$ cat src/sotu_pkg.sv
package sotu_pkg;

    // Clock and nominal line rate.
    localparam int unsigned CLK_HZ = 125_000_000;
    localparam int unsigned BAUD = 230_400;
    localparam int unsigned CYC_PER_US = CLK_HZ / 1_000_000;

    // Width of the bit period estimate and its nominal value.
    localparam int unsigned EST_W = 16;
    localparam logic [EST_W-1:0] BIT_CYC = EST_W'(CLK_HZ / BAUD);

    // Frame layout: start, eight data bits, parity, stop, then an idle gap bit.
    localparam int unsigned FRAME_BITS = 11;
    localparam int unsigned GAP_BITS = 1;
    localparam logic [3:0] SLOT_LAST = 4'(FRAME_BITS + GAP_BITS - 1);
    localparam logic [3:0] SLOT_GAP = 4'(FRAME_BITS);

    // The input filter delay is the bit period shifted down by this amount.
    localparam int unsigned FILT_SHIFT = 4;

    // Short detect time and its count, rounded up.
    localparam int unsigned T_SHORT_NS = 10_000;
    localparam logic [15:0] SHORT_CYC = 16'((T_SHORT_NS * CYC_PER_US + 999) / 1000);

    // Retry and restart delays; the counts are top-level parameters.
    localparam int unsigned T_RETRY_US = 5_000;
    localparam int unsigned RETRY_CYC = T_RETRY_US * CYC_PER_US;
    localparam int unsigned T_RESTART_US = 50_000;
    localparam int unsigned RESTART_CYC = T_RESTART_US * CYC_PER_US;

    // Trips that use the retry delay before the restart delay; in standard IO operation a short is reported on the last of them.
    localparam logic [2:0] RETRY_LIMIT = 3'h3;

    // Transmit path states.
    typedef enum logic [2:0] {TX_IDLE, TX_WAIT, TX_EMPTY, TX_FULL, TX_TERM} sotu_tx_e;

    // Short protection states.
    typedef enum logic {SH_DRIVE, SH_OFF} sotu_sh_e;

endpackage

$ cat src/sotu_uart.sv
`timescale 1ns/1ns
module sotu_uart
    import sotu_pkg::*;
#(
    parameter int unsigned RETRY_CYCLES = RETRY_CYC,
    parameter int unsigned RESTART_CYCLES = RESTART_CYC,
    parameter logic [EST_W-1:0] BIT_CYC_INIT = BIT_CYC
) (
    input wire logic clk,
    input wire logic rst_b,
    input wire logic rx_wait,
    input wire logic fr0_wr,
    input wire logic [7:0] frame_buffer_first,
    input wire logic end_cmd,
    input wire logic passthrough_enable,
    input wire logic standard_io_select,
    input wire logic high_side_enable,
    input wire logic low_side_enable,
    input wire logic ss,
    input wire logic mosi,
    input wire logic spi_miso,
    input wire logic rx_octet_valid,
    input wire logic [7:0] rx_octet,
    input wire logic link_line_in,
    input wire logic short_detect,
    input wire logic overtemp_detect,
    output logic data_request_flag,
    output logic short_circuit_flag,
    output logic overtemperature_flag,
    output logic spi_freeze,
    output logic miso,
    output logic hs_drive,
    output logic ls_drive,
    output logic [EST_W-1:0] bit_period
);

    sotu_tx_e state_reg, state_next;
    sotu_sh_e sh_reg;
    logic [7:0] buf_reg;
    logic [10:0] shift_reg;
    logic [3:0] slot_reg;
    logic [EST_W-1:0] bit_cnt_reg, run_cnt_reg, run_len_reg, filt_depth;
    logic frame_active_reg, bit_tick, frame_done, frame_start;
    logic [7:0] load_data;
    logic line_q_reg, armed_reg, mosi_lat_reg, mosi_eff, want_high;
    logic hs_t, ls_t, hs_next, ls_next, fault, passive_link, line_filt;
    logic [15:0] short_cnt_reg, ok_cnt_reg;
    logic [31:0] off_cnt_reg;
    logic [2:0] trips_reg;

    // Builds the logical frame, start bit first, with even parity over the data.
    function automatic logic [10:0] sotu_frame(input logic [7:0] d);
        return {1'b1, ^d, d, 1'b0};
    endfunction

    // Frame events of the shifter.
    assign bit_tick = frame_active_reg && (bit_cnt_reg == bit_period - EST_W'(1));
    assign frame_done = bit_tick && (slot_reg == SLOT_LAST);

    // A frame starts from the host octet, or from the buffer at the end of a frame.
    always_comb
    begin
        frame_start = 1'b0;
        load_data = frame_buffer_first;
        unique case (state_reg)
            TX_IDLE: frame_start = rx_wait && fr0_wr;
            TX_WAIT: frame_start = fr0_wr;
            TX_EMPTY: frame_start = fr0_wr && frame_done;
            TX_FULL:
            begin
                frame_start = frame_done;
                load_data = buf_reg;
            end
            TX_TERM: frame_start = 1'b0;
        endcase
    end

    // Next state of the transmit path.
    always_comb
    begin
        state_next = state_reg;
        unique case (state_reg)
            TX_IDLE:
            begin
                if (rx_wait && fr0_wr)
                    state_next = TX_EMPTY;
            end
            TX_WAIT:
            begin
                if (fr0_wr)
                    state_next = TX_EMPTY;
                else if (end_cmd)
                    state_next = TX_IDLE;
            end
            TX_EMPTY:
            begin
                if (fr0_wr && !frame_done)
                    state_next = TX_FULL;
                else if (fr0_wr)
                    state_next = TX_EMPTY;
                else if (end_cmd && frame_done)
                    state_next = TX_IDLE;
                else if (end_cmd)
                    state_next = TX_TERM;
                else if (frame_done)
                    state_next = TX_WAIT;
            end
            TX_FULL:
            begin
                if (frame_done)
                    state_next = TX_EMPTY;
            end
            TX_TERM:
            begin
                if (frame_done)
                    state_next = TX_IDLE;
            end
        endcase
    end

    // State register; passthrough mode holds the transmit path in reset.
    always_ff @(posedge clk or negedge rst_b)
    begin
        if (!rst_b)
            state_reg <= TX_IDLE;
        else if (passthrough_enable)
            state_reg <= TX_IDLE;
        else
            state_reg <= state_next;
    end

    // The request stands while the single buffer is empty in transmit wait or transmit empty, not in idle or terminate.
    assign data_request_flag = (state_reg == TX_WAIT) || (state_reg == TX_EMPTY);

    // Buffer write while the current octet is still shifting.
    always_ff @(posedge clk or negedge rst_b)
    begin
        if (!rst_b)
            buf_reg <= 8'h00;
        else if (state_reg == TX_EMPTY && fr0_wr && !passthrough_enable)
            buf_reg <= frame_buffer_first;
    end

    // Shifter: eleven frame bits and one idle gap bit per octet.
    always_ff @(posedge clk or negedge rst_b)
    begin
        if (!rst_b)
        begin
            frame_active_reg <= 1'b0;
            shift_reg <= 11'h000;
            slot_reg <= 4'h0;
            bit_cnt_reg <= '0;
        end
        else if (passthrough_enable)
        begin
            frame_active_reg <= 1'b0;
        end
        else if (frame_start)
        begin
            frame_active_reg <= 1'b1;
            shift_reg <= sotu_frame(load_data);
            slot_reg <= 4'h0;
            bit_cnt_reg <= '0;
        end
        else if (bit_tick)
        begin
            bit_cnt_reg <= '0;
            shift_reg <= {1'b0, shift_reg[10:1]};
            if (slot_reg == SLOT_LAST)
                frame_active_reg <= 1'b0;
            else
                slot_reg <= slot_reg + 4'h1;
        end
        else if (frame_active_reg)
        begin
            bit_cnt_reg <= bit_cnt_reg + EST_W'(1);
        end
    end

    // Bit rate tracking from the first high run of each frame.
    always_ff @(posedge clk or negedge rst_b)
    begin
        if (!rst_b)
        begin
            line_q_reg <= 1'b0;
            armed_reg <= 1'b1;
            run_cnt_reg <= '0;
            run_len_reg <= '0;
            bit_period <= BIT_CYC_INIT;
        end
        else if (passthrough_enable)
        begin
            armed_reg <= 1'b1;
            run_cnt_reg <= '0;
            run_len_reg <= '0;
            bit_period <= BIT_CYC_INIT;
        end
        else
        begin
            line_q_reg <= link_line_in;
            if (!link_line_in)
                run_cnt_reg <= '0;
            else if (run_cnt_reg != '1)
                run_cnt_reg <= run_cnt_reg + EST_W'(1);
            if (line_q_reg && !link_line_in && armed_reg)
            begin
                run_len_reg <= run_cnt_reg;
                armed_reg <= 1'b0;
            end
            if (rx_octet_valid)
            begin
                armed_reg <= 1'b1;
                // Only an octet whose bit zero is one bounds the start bit alone.
                if (rx_octet[0] && run_len_reg != '0)
                    bit_period <= bit_period - (bit_period >> 2) + (run_len_reg >> 2);
            end
        end
    end

    // Latch of MOSI while select is high, frozen during an SPI access.
    always_ff @(posedge clk or negedge rst_b)
    begin
        if (!rst_b)
            mosi_lat_reg <= 1'b0;
        else if (ss)
            mosi_lat_reg <= mosi;
    end

    // Passthrough switch control from the MOSI level.
    assign mosi_eff = ss ? mosi : mosi_lat_reg;
    assign want_high = !mosi_eff;
    assign passive_link = passthrough_enable && !standard_io_select && !high_side_enable && !low_side_enable;
    always_comb
    begin
        if (standard_io_select)
        begin
            hs_t = high_side_enable && want_high;
            ls_t = low_side_enable && !want_high;
        end
        else
        begin
            hs_t = high_side_enable && low_side_enable && want_high;
            ls_t = high_side_enable && low_side_enable && !want_high;
        end
    end

    // Switch selection; a logic one is driven low and the gap bit is idle.
    assign fault = (sh_reg == SH_OFF) || overtemperature_flag;
    always_comb
    begin
        if (fault)
        begin
            hs_next = 1'b0;
            ls_next = 1'b0;
        end
        else if (passthrough_enable)
        begin
            hs_next = hs_t;
            ls_next = ls_t;
        end
        else if (frame_active_reg && slot_reg < SLOT_GAP)
        begin
            hs_next = !shift_reg[0];
            ls_next = shift_reg[0];
        end
        else
        begin
            hs_next = 1'b0;
            ls_next = 1'b0;
        end
    end

    // Registered switch outputs.
    always_ff @(posedge clk or negedge rst_b)
    begin
        if (!rst_b)
        begin
            hs_drive <= 1'b0;
            ls_drive <= 1'b0;
        end
        else
        begin
            hs_drive <= hs_next;
            ls_drive <= ls_next;
        end
    end

    // Overtemperature status, monitored in every mode.
    always_ff @(posedge clk or negedge rst_b)
    begin
        if (!rst_b)
            overtemperature_flag <= 1'b0;
        else
            overtemperature_flag <= overtemp_detect;
    end

    // Short protection: detect, switch off, retry, restart and report.
    always_ff @(posedge clk or negedge rst_b)
    begin
        if (!rst_b)
        begin
            sh_reg <= SH_DRIVE;
            short_cnt_reg <= 16'h0000;
            ok_cnt_reg <= 16'h0000;
            off_cnt_reg <= 32'h0000_0000;
            trips_reg <= 3'h0;
            short_circuit_flag <= 1'b0;
        end
        else if (passive_link)
        begin
            sh_reg <= SH_DRIVE;
            short_cnt_reg <= 16'h0000;
            ok_cnt_reg <= 16'h0000;
            off_cnt_reg <= 32'h0000_0000;
            trips_reg <= 3'h0;
            short_circuit_flag <= 1'b0;
        end
        else
        begin
            unique case (sh_reg)
                SH_DRIVE:
                begin
                    if (short_detect && (hs_drive || ls_drive))
                    begin
                        ok_cnt_reg <= 16'h0000;
                        if (short_cnt_reg == SHORT_CYC - 16'h0001)
                        begin
                            sh_reg <= SH_OFF;
                            short_cnt_reg <= 16'h0000;
                            if (trips_reg < RETRY_LIMIT)
                            begin
                                off_cnt_reg <= 32'(RETRY_CYCLES - 1);
                                trips_reg <= trips_reg + 3'h1;
                            end
                            else
                                off_cnt_reg <= 32'(RESTART_CYCLES - 1);
                            if (!(passthrough_enable && standard_io_select) || trips_reg >= RETRY_LIMIT - 3'h1)
                                short_circuit_flag <= 1'b1;
                        end
                        else
                            short_cnt_reg <= short_cnt_reg + 16'h0001;
                    end
                    else if (hs_drive || ls_drive)
                    begin
                        short_cnt_reg <= 16'h0000;
                        if (ok_cnt_reg == SHORT_CYC - 16'h0001)
                        begin
                            short_circuit_flag <= 1'b0;
                            trips_reg <= 3'h0;
                        end
                        else
                            ok_cnt_reg <= ok_cnt_reg + 16'h0001;
                    end
                end
                SH_OFF:
                begin
                    if (off_cnt_reg == 32'h0000_0000)
                        sh_reg <= SH_DRIVE;
                    else
                        off_cnt_reg <= off_cnt_reg - 32'h0000_0001;
                end
            endcase
        end
    end

    // Input path filter with a delay of one sixteenth of a bit period.
    assign filt_depth = ((bit_period >> FILT_SHIFT) == '0) ? EST_W'(1) : (bit_period >> FILT_SHIFT);
    sotu_glitch_filter #(
        .W(EST_W)
    ) u_filter (
        .clk(clk),
        .rst_b(rst_b),
        .din(link_line_in),
        .depth(filt_depth),
        .dout(line_filt)
    );

    // MISO selection between SPI data and the inverted filtered line.
    assign spi_freeze = passthrough_enable && ss;
    always_ff @(posedge clk or negedge rst_b)
    begin
        if (!rst_b)
            miso <= 1'b0;
        else if (passthrough_enable && ss)
            miso <= !line_filt;
        else
            miso <= spi_miso;
    end
endmodule

$ cat src/sotu_glitch_filter.sv
`timescale 1ns/1ns
module sotu_glitch_filter #(
    parameter int unsigned W = 16
) (
    input wire logic clk,
    input wire logic rst_b,
    input wire logic din,
    input wire logic [W-1:0] depth,
    output logic dout
);

    logic [W-1:0] cnt_reg;

    // The output follows the input only after it has differed for depth cycles, a constant delay.
    always_ff @(posedge clk or negedge rst_b)
    begin
        if (!rst_b)
        begin
            cnt_reg <= '0;
            dout <= 1'b0;
        end
        else if (din == dout)
        begin
            cnt_reg <= '0;
        end
        else if (cnt_reg >= depth - W'(1))
        begin
            dout <= din;
            cnt_reg <= '0;
        end
        else
        begin
            cnt_reg <= cnt_reg + W'(1);
        end
    end

endmodule

$ cat config.mk
export PLATFORM = sky130hd
export DESIGN_NAME = sotu_uart
export DESIGN_NICKNAME = d
export VERILOG_FILES = /design/src/sotu_pkg.sv /design/src/sotu_uart.sv /design/src/sotu_glitch_filter.sv
export SDC_FILE = /design/constraint.sdc
export NUM_CORES = 1
export LEC_CHECK = 0
export BUFFER_PORTS_ARGS = -buffer_cell sky130_fd_sc_hd__buf_2
export CAP_MARGIN = 30
export CORE_MARGIN = 2
export CORE_UTILIZATION = 55
export CTS_BUF_LIST = sky130_fd_sc_hd__clkbuf_16
export DETAILED_ROUTE_END_ITERATION = 10
export PLACE_DENSITY = 0.73
export SYNTH_ARGS = -nofsm -noshare
export SYNTH_HDL_FRONTEND = slang
export SYNTH_HIERARCHICAL = 1
export SYNTH_SLANG_ARGS = --single-unit
$ cat constraint.sdc
create_clock -name clk -period 5.84 [get_ports clk]
set_clock_uncertainty 0.15 [all_clocks]
set_input_delay 0.584 -clock clk [delete_from_list [all_inputs] [get_ports clk]]
set_output_delay 0.584 -clock clk [all_outputs]
set_load 0.01 [all_outputs]
==> results.py <==
metrics = {
    "critical_path": {
        "critPathMaxFanout": 16,
        "end_kind": "flip-flop",
        "path_class": "flip-flop to flip-flop",
        "endpoint": "u_filter/cnt_reg[15]",
        "r2r-end": "u_filter/cnt_reg[15]",
        "reg2reg_from": "bit_period[7]",
        "reg2regPathDepth": 14,
        "cp_data_arrival_time_ns": 4.80,
        "required_ns": 6.04,
        "reg2reg_slack_ns": 1.24,
        "crit_start": "bit_period[7]",
        "start_kind": "flip-flop",
    },
    "sta": {
        "slew_violations": 0,
        "rsz0062_at_grt": "no",
        "maxSlewHeadroom_pct": 39.18,
        "max_freq_mhz": 217.2,
        "whs_ns": -0.006750,
        "setup_tns_ns": 0,
        "worst_pin_slew_ns": 0.9097,
        "worst_slack_ns": 1.236,
        "hold_viol_final": 3,
        "timing.final.crit_period_ns": 4.604,
        "period_share_pct": 78.84,
        "setup_violations": 0,
    },
    "placed_design": {
        "io_buffers": 47,
        "gp_congestion": 0.8513,
        "dp_cells": 1614,
        "hpwl_um": 18710,
        "place_ws_ns": 1.300,
    },
    "clock_tree": {
        "cts_buffer_depth": 2,
        "cts_buffers": 17,
        "ctsHoldBuffers": 0,
        "root_buffer": "clkbuf_16",
        "h-tree-depth": 4,
        "path_clk_slew_ns": 0.07,
        "ctsResizeCount": 0,
        "cts_num_sinks": 184,
        "cts_setup_buffers": 0,
        "cts_tree": "built",
        "clock_latency_ns": 0.45,
    },
    "hold_path": {
        "hold_path.class": "input port to asynchronous set/reset pin",
    },
    "pwr": {
        "power_density_nw_per_um2": 237.7,
        "ir_worst_vdd_uv": 189.3,
        "p_leak_nw": 6.047,
    },
    "synthesis": {
        "ys.flop_type": "dfrtp_1",
        "synth.area.top_cells": "dfrtp_1, ha_1, xor2_1",
        "syn_avg_cell_area_um2": 8.907,
        "synth-edff-count": 0,
        "yosysWarnings": 6,
        "yosysTopAreaCellShare_pct": 37.66,
        "synth-simple-area-share_pct": 22.21,
        "synth-adder-area-share_pct": 7.235,
        "synth_top_family_by_area": "simple AND/OR/NAND/NOR gates",
        "synthCells": 1328,
        "synth-compound-area-share_pct": 16.71,
        "ys_seq_area_share_pct": 38.99,
        "synth_area_um2": 11830,
        "synthMuxAreaShare_pct": 2.496,
        "async_flop_share_pct": 100.0,
        "synthDistinctLibCells": 82,
        "synth-xor-area-share_pct": 7.404,
        "synth_commonest_cells": "dfrtp_1, nor2_1, inv_1, nand2_1, o21ai_0",
        "ys_seq_elements": 184,
        "yosysTopAreaCell": "dfrtp_1",
        "yosysMostFrequentCell": "dfrtp_1",
    },
    "layout": {
        "fill_cells": 1895,
        "finalNonFillerCells": 1647,
        "insertedDiodeCount": 0,
        "fin_nets": 1451,
        "largest_reg_flops": 32,
        "drive_above_1_share_pct": 10.50,
        "area_delta_synth_final_pct": 9.170,
    },
    "floorplan": {
        "start_util_pct": 56.09,
        "die_x_um": 150.7,
        "core_area_um2": 21090,
        "rows": 53,
        "dieArea_um2": 22700,
        "die_h_um": 150.7,
        "io_pins": 55,
    },
    "route": {
        "drt-pass1-iter-count": 6,
        "drt_wl_total_um": 26490,
        "drc": 0,
        "wire_per_inst_um": 16.09,
        "ant_nets": 0,
        "drt_iter0_drc": 506,
        "via_count": 9745,
        "drt-vias-per-instance": 5.917,
    },
    "global_routing": {
        "grt-ovfl-total": 0,
        "grt_pass1_vias": 9230,
        "grt_max_degree": 72,
        "antenna_found_initial": 0,
        "grt_pass1_wl_um": 45240,
        "grt_usage_pct": 24.59,
    },
    "outcome": {
        "violations": "negative hold slack",
        "status": "complete, but fails checks",
    },
    "flow_run": {
        "maxCapViolCount": 0,
    },
}
[cells in the final DEF, fill, tap and decap left out, drive strengths merged, types with 9 or more instances in the layout]
cell type | synthesis | routed
conb | 1 | 10
a21o | 16 | 16
a21oi | 53 | 53
fa | 14 | 14
nand2b | 10 | 10
and3 | 28 | 28
or2 | 10 | 10
a31oi | 15 | 15
inv | 92 | 101
nor2 | 140 | 140
ha | 46 | 46
xnor2 | 44 | 44
a211oi | 9 | 9
nand4 | 25 | 25
o31ai | 17 | 17
o21ai | 88 | 88
dfrtp | 178 | 178
nor3 | 48 | 48
clkbuf | 51 | 18
nand3 | 47 | 47
or4 | 15 | 15
mux2i | 16 | 16
or3 | 25 | 25
mux2 | 12 | 12
nor4 | 23 | 23
nor2b | 17 | 17
buf | 8 | 61
o211ai | 10 | 10
nand2 | 91 | 91
a22o | 25 | 25
xor2 | 56 | 56
[per-layer routing]
layer	up-vias	track usage [%]	part of all wire, %
met5	-	0	0
met4	0	6.963	1.5
met3	29	3.606	3.5
met2	176	40.07	48
met1	4748	34.32	47
li1	4792	-	-
[critical path, stage by stage, from the launching register on]
cell	delay (ns)
dfrtp_1	0.57
or4_1	0.69
nor4_1	0.32
buf_4	0.17
nor2_1	0.05
nor4_1	0.34
nand3_1	0.20
nor3_1	0.23
xnor2_1	0.10
ha_1	0.29
a21o_1	0.18
a21o_1	0.20
a2111oi_4	0.44
nand4_4	0.35
nor2_1	0.23
[stage by stage]
stage	hold WS, ns	area (um^2)	power [mW]	util, %
4_1_cts	0.02202	12910	3.093	61.20
3_3_place_gp	0.2860	12330	1.928	58.45
2_1_floorplan	0.1384	11860	1.813	-
6_report	-0.006750	12910	3.070	61.24
5_1_grt	0.04261	12910	3.224	61.24
3_5_place_dp	0.2982	12330	1.950	58.45
[power by group]
part	internal [mW]	switching, mW	leakage [nW]	total, mW
registers	1.38	0.0990	2.48	1.48
clock network	0.573	0.574	0.287	1.15
logic	0.191	0.250	3.28	0.441
total	2.15	0.923	6.05	3.07
[worst min path at each step]
stage | to | slack (ns) | depth (start not counted)
after floorplan | bit_cnt_reg[0] | 0.14 | 0
after global placement | ls_drive | 0.29 | 1
after detailed placement | hs_drive | 0.30 | 1
after CTS | short_cnt_reg[14] | 0.02 | 1
after global routing | u_filter/cnt_reg[14] | 0.04 | 1
final | u_filter/cnt_reg[13] | -0.007 | 1
[logic make-up after synthesis]
family | after synthesis
AND/OR/NAND/NOR | 509
AO/OA/AOI/OAI | 295
flip-flops | 184
buffers and inverters | 151
XOR/XNOR | 100
adder cells (fa/ha/maj) | 60
multiplexers | 28
other | 1
[cell type report]
class | count | area, um^2 | share of cell area (%)
tap | 275 | 344.1 | 2.664
inverter | 92 | 345.3 | 2.674
timing repair buffer | 62 | 356.6 | 2.761
sequential | 184 | 4612 | 35.71
clock inverter | 15 | 155.1 | 1.201
clock buffer | 17 | 425.4 | 3.294
multi-input combinational | 1002 | 6675 | 51.69
Power figures use the tool's default switching activity.
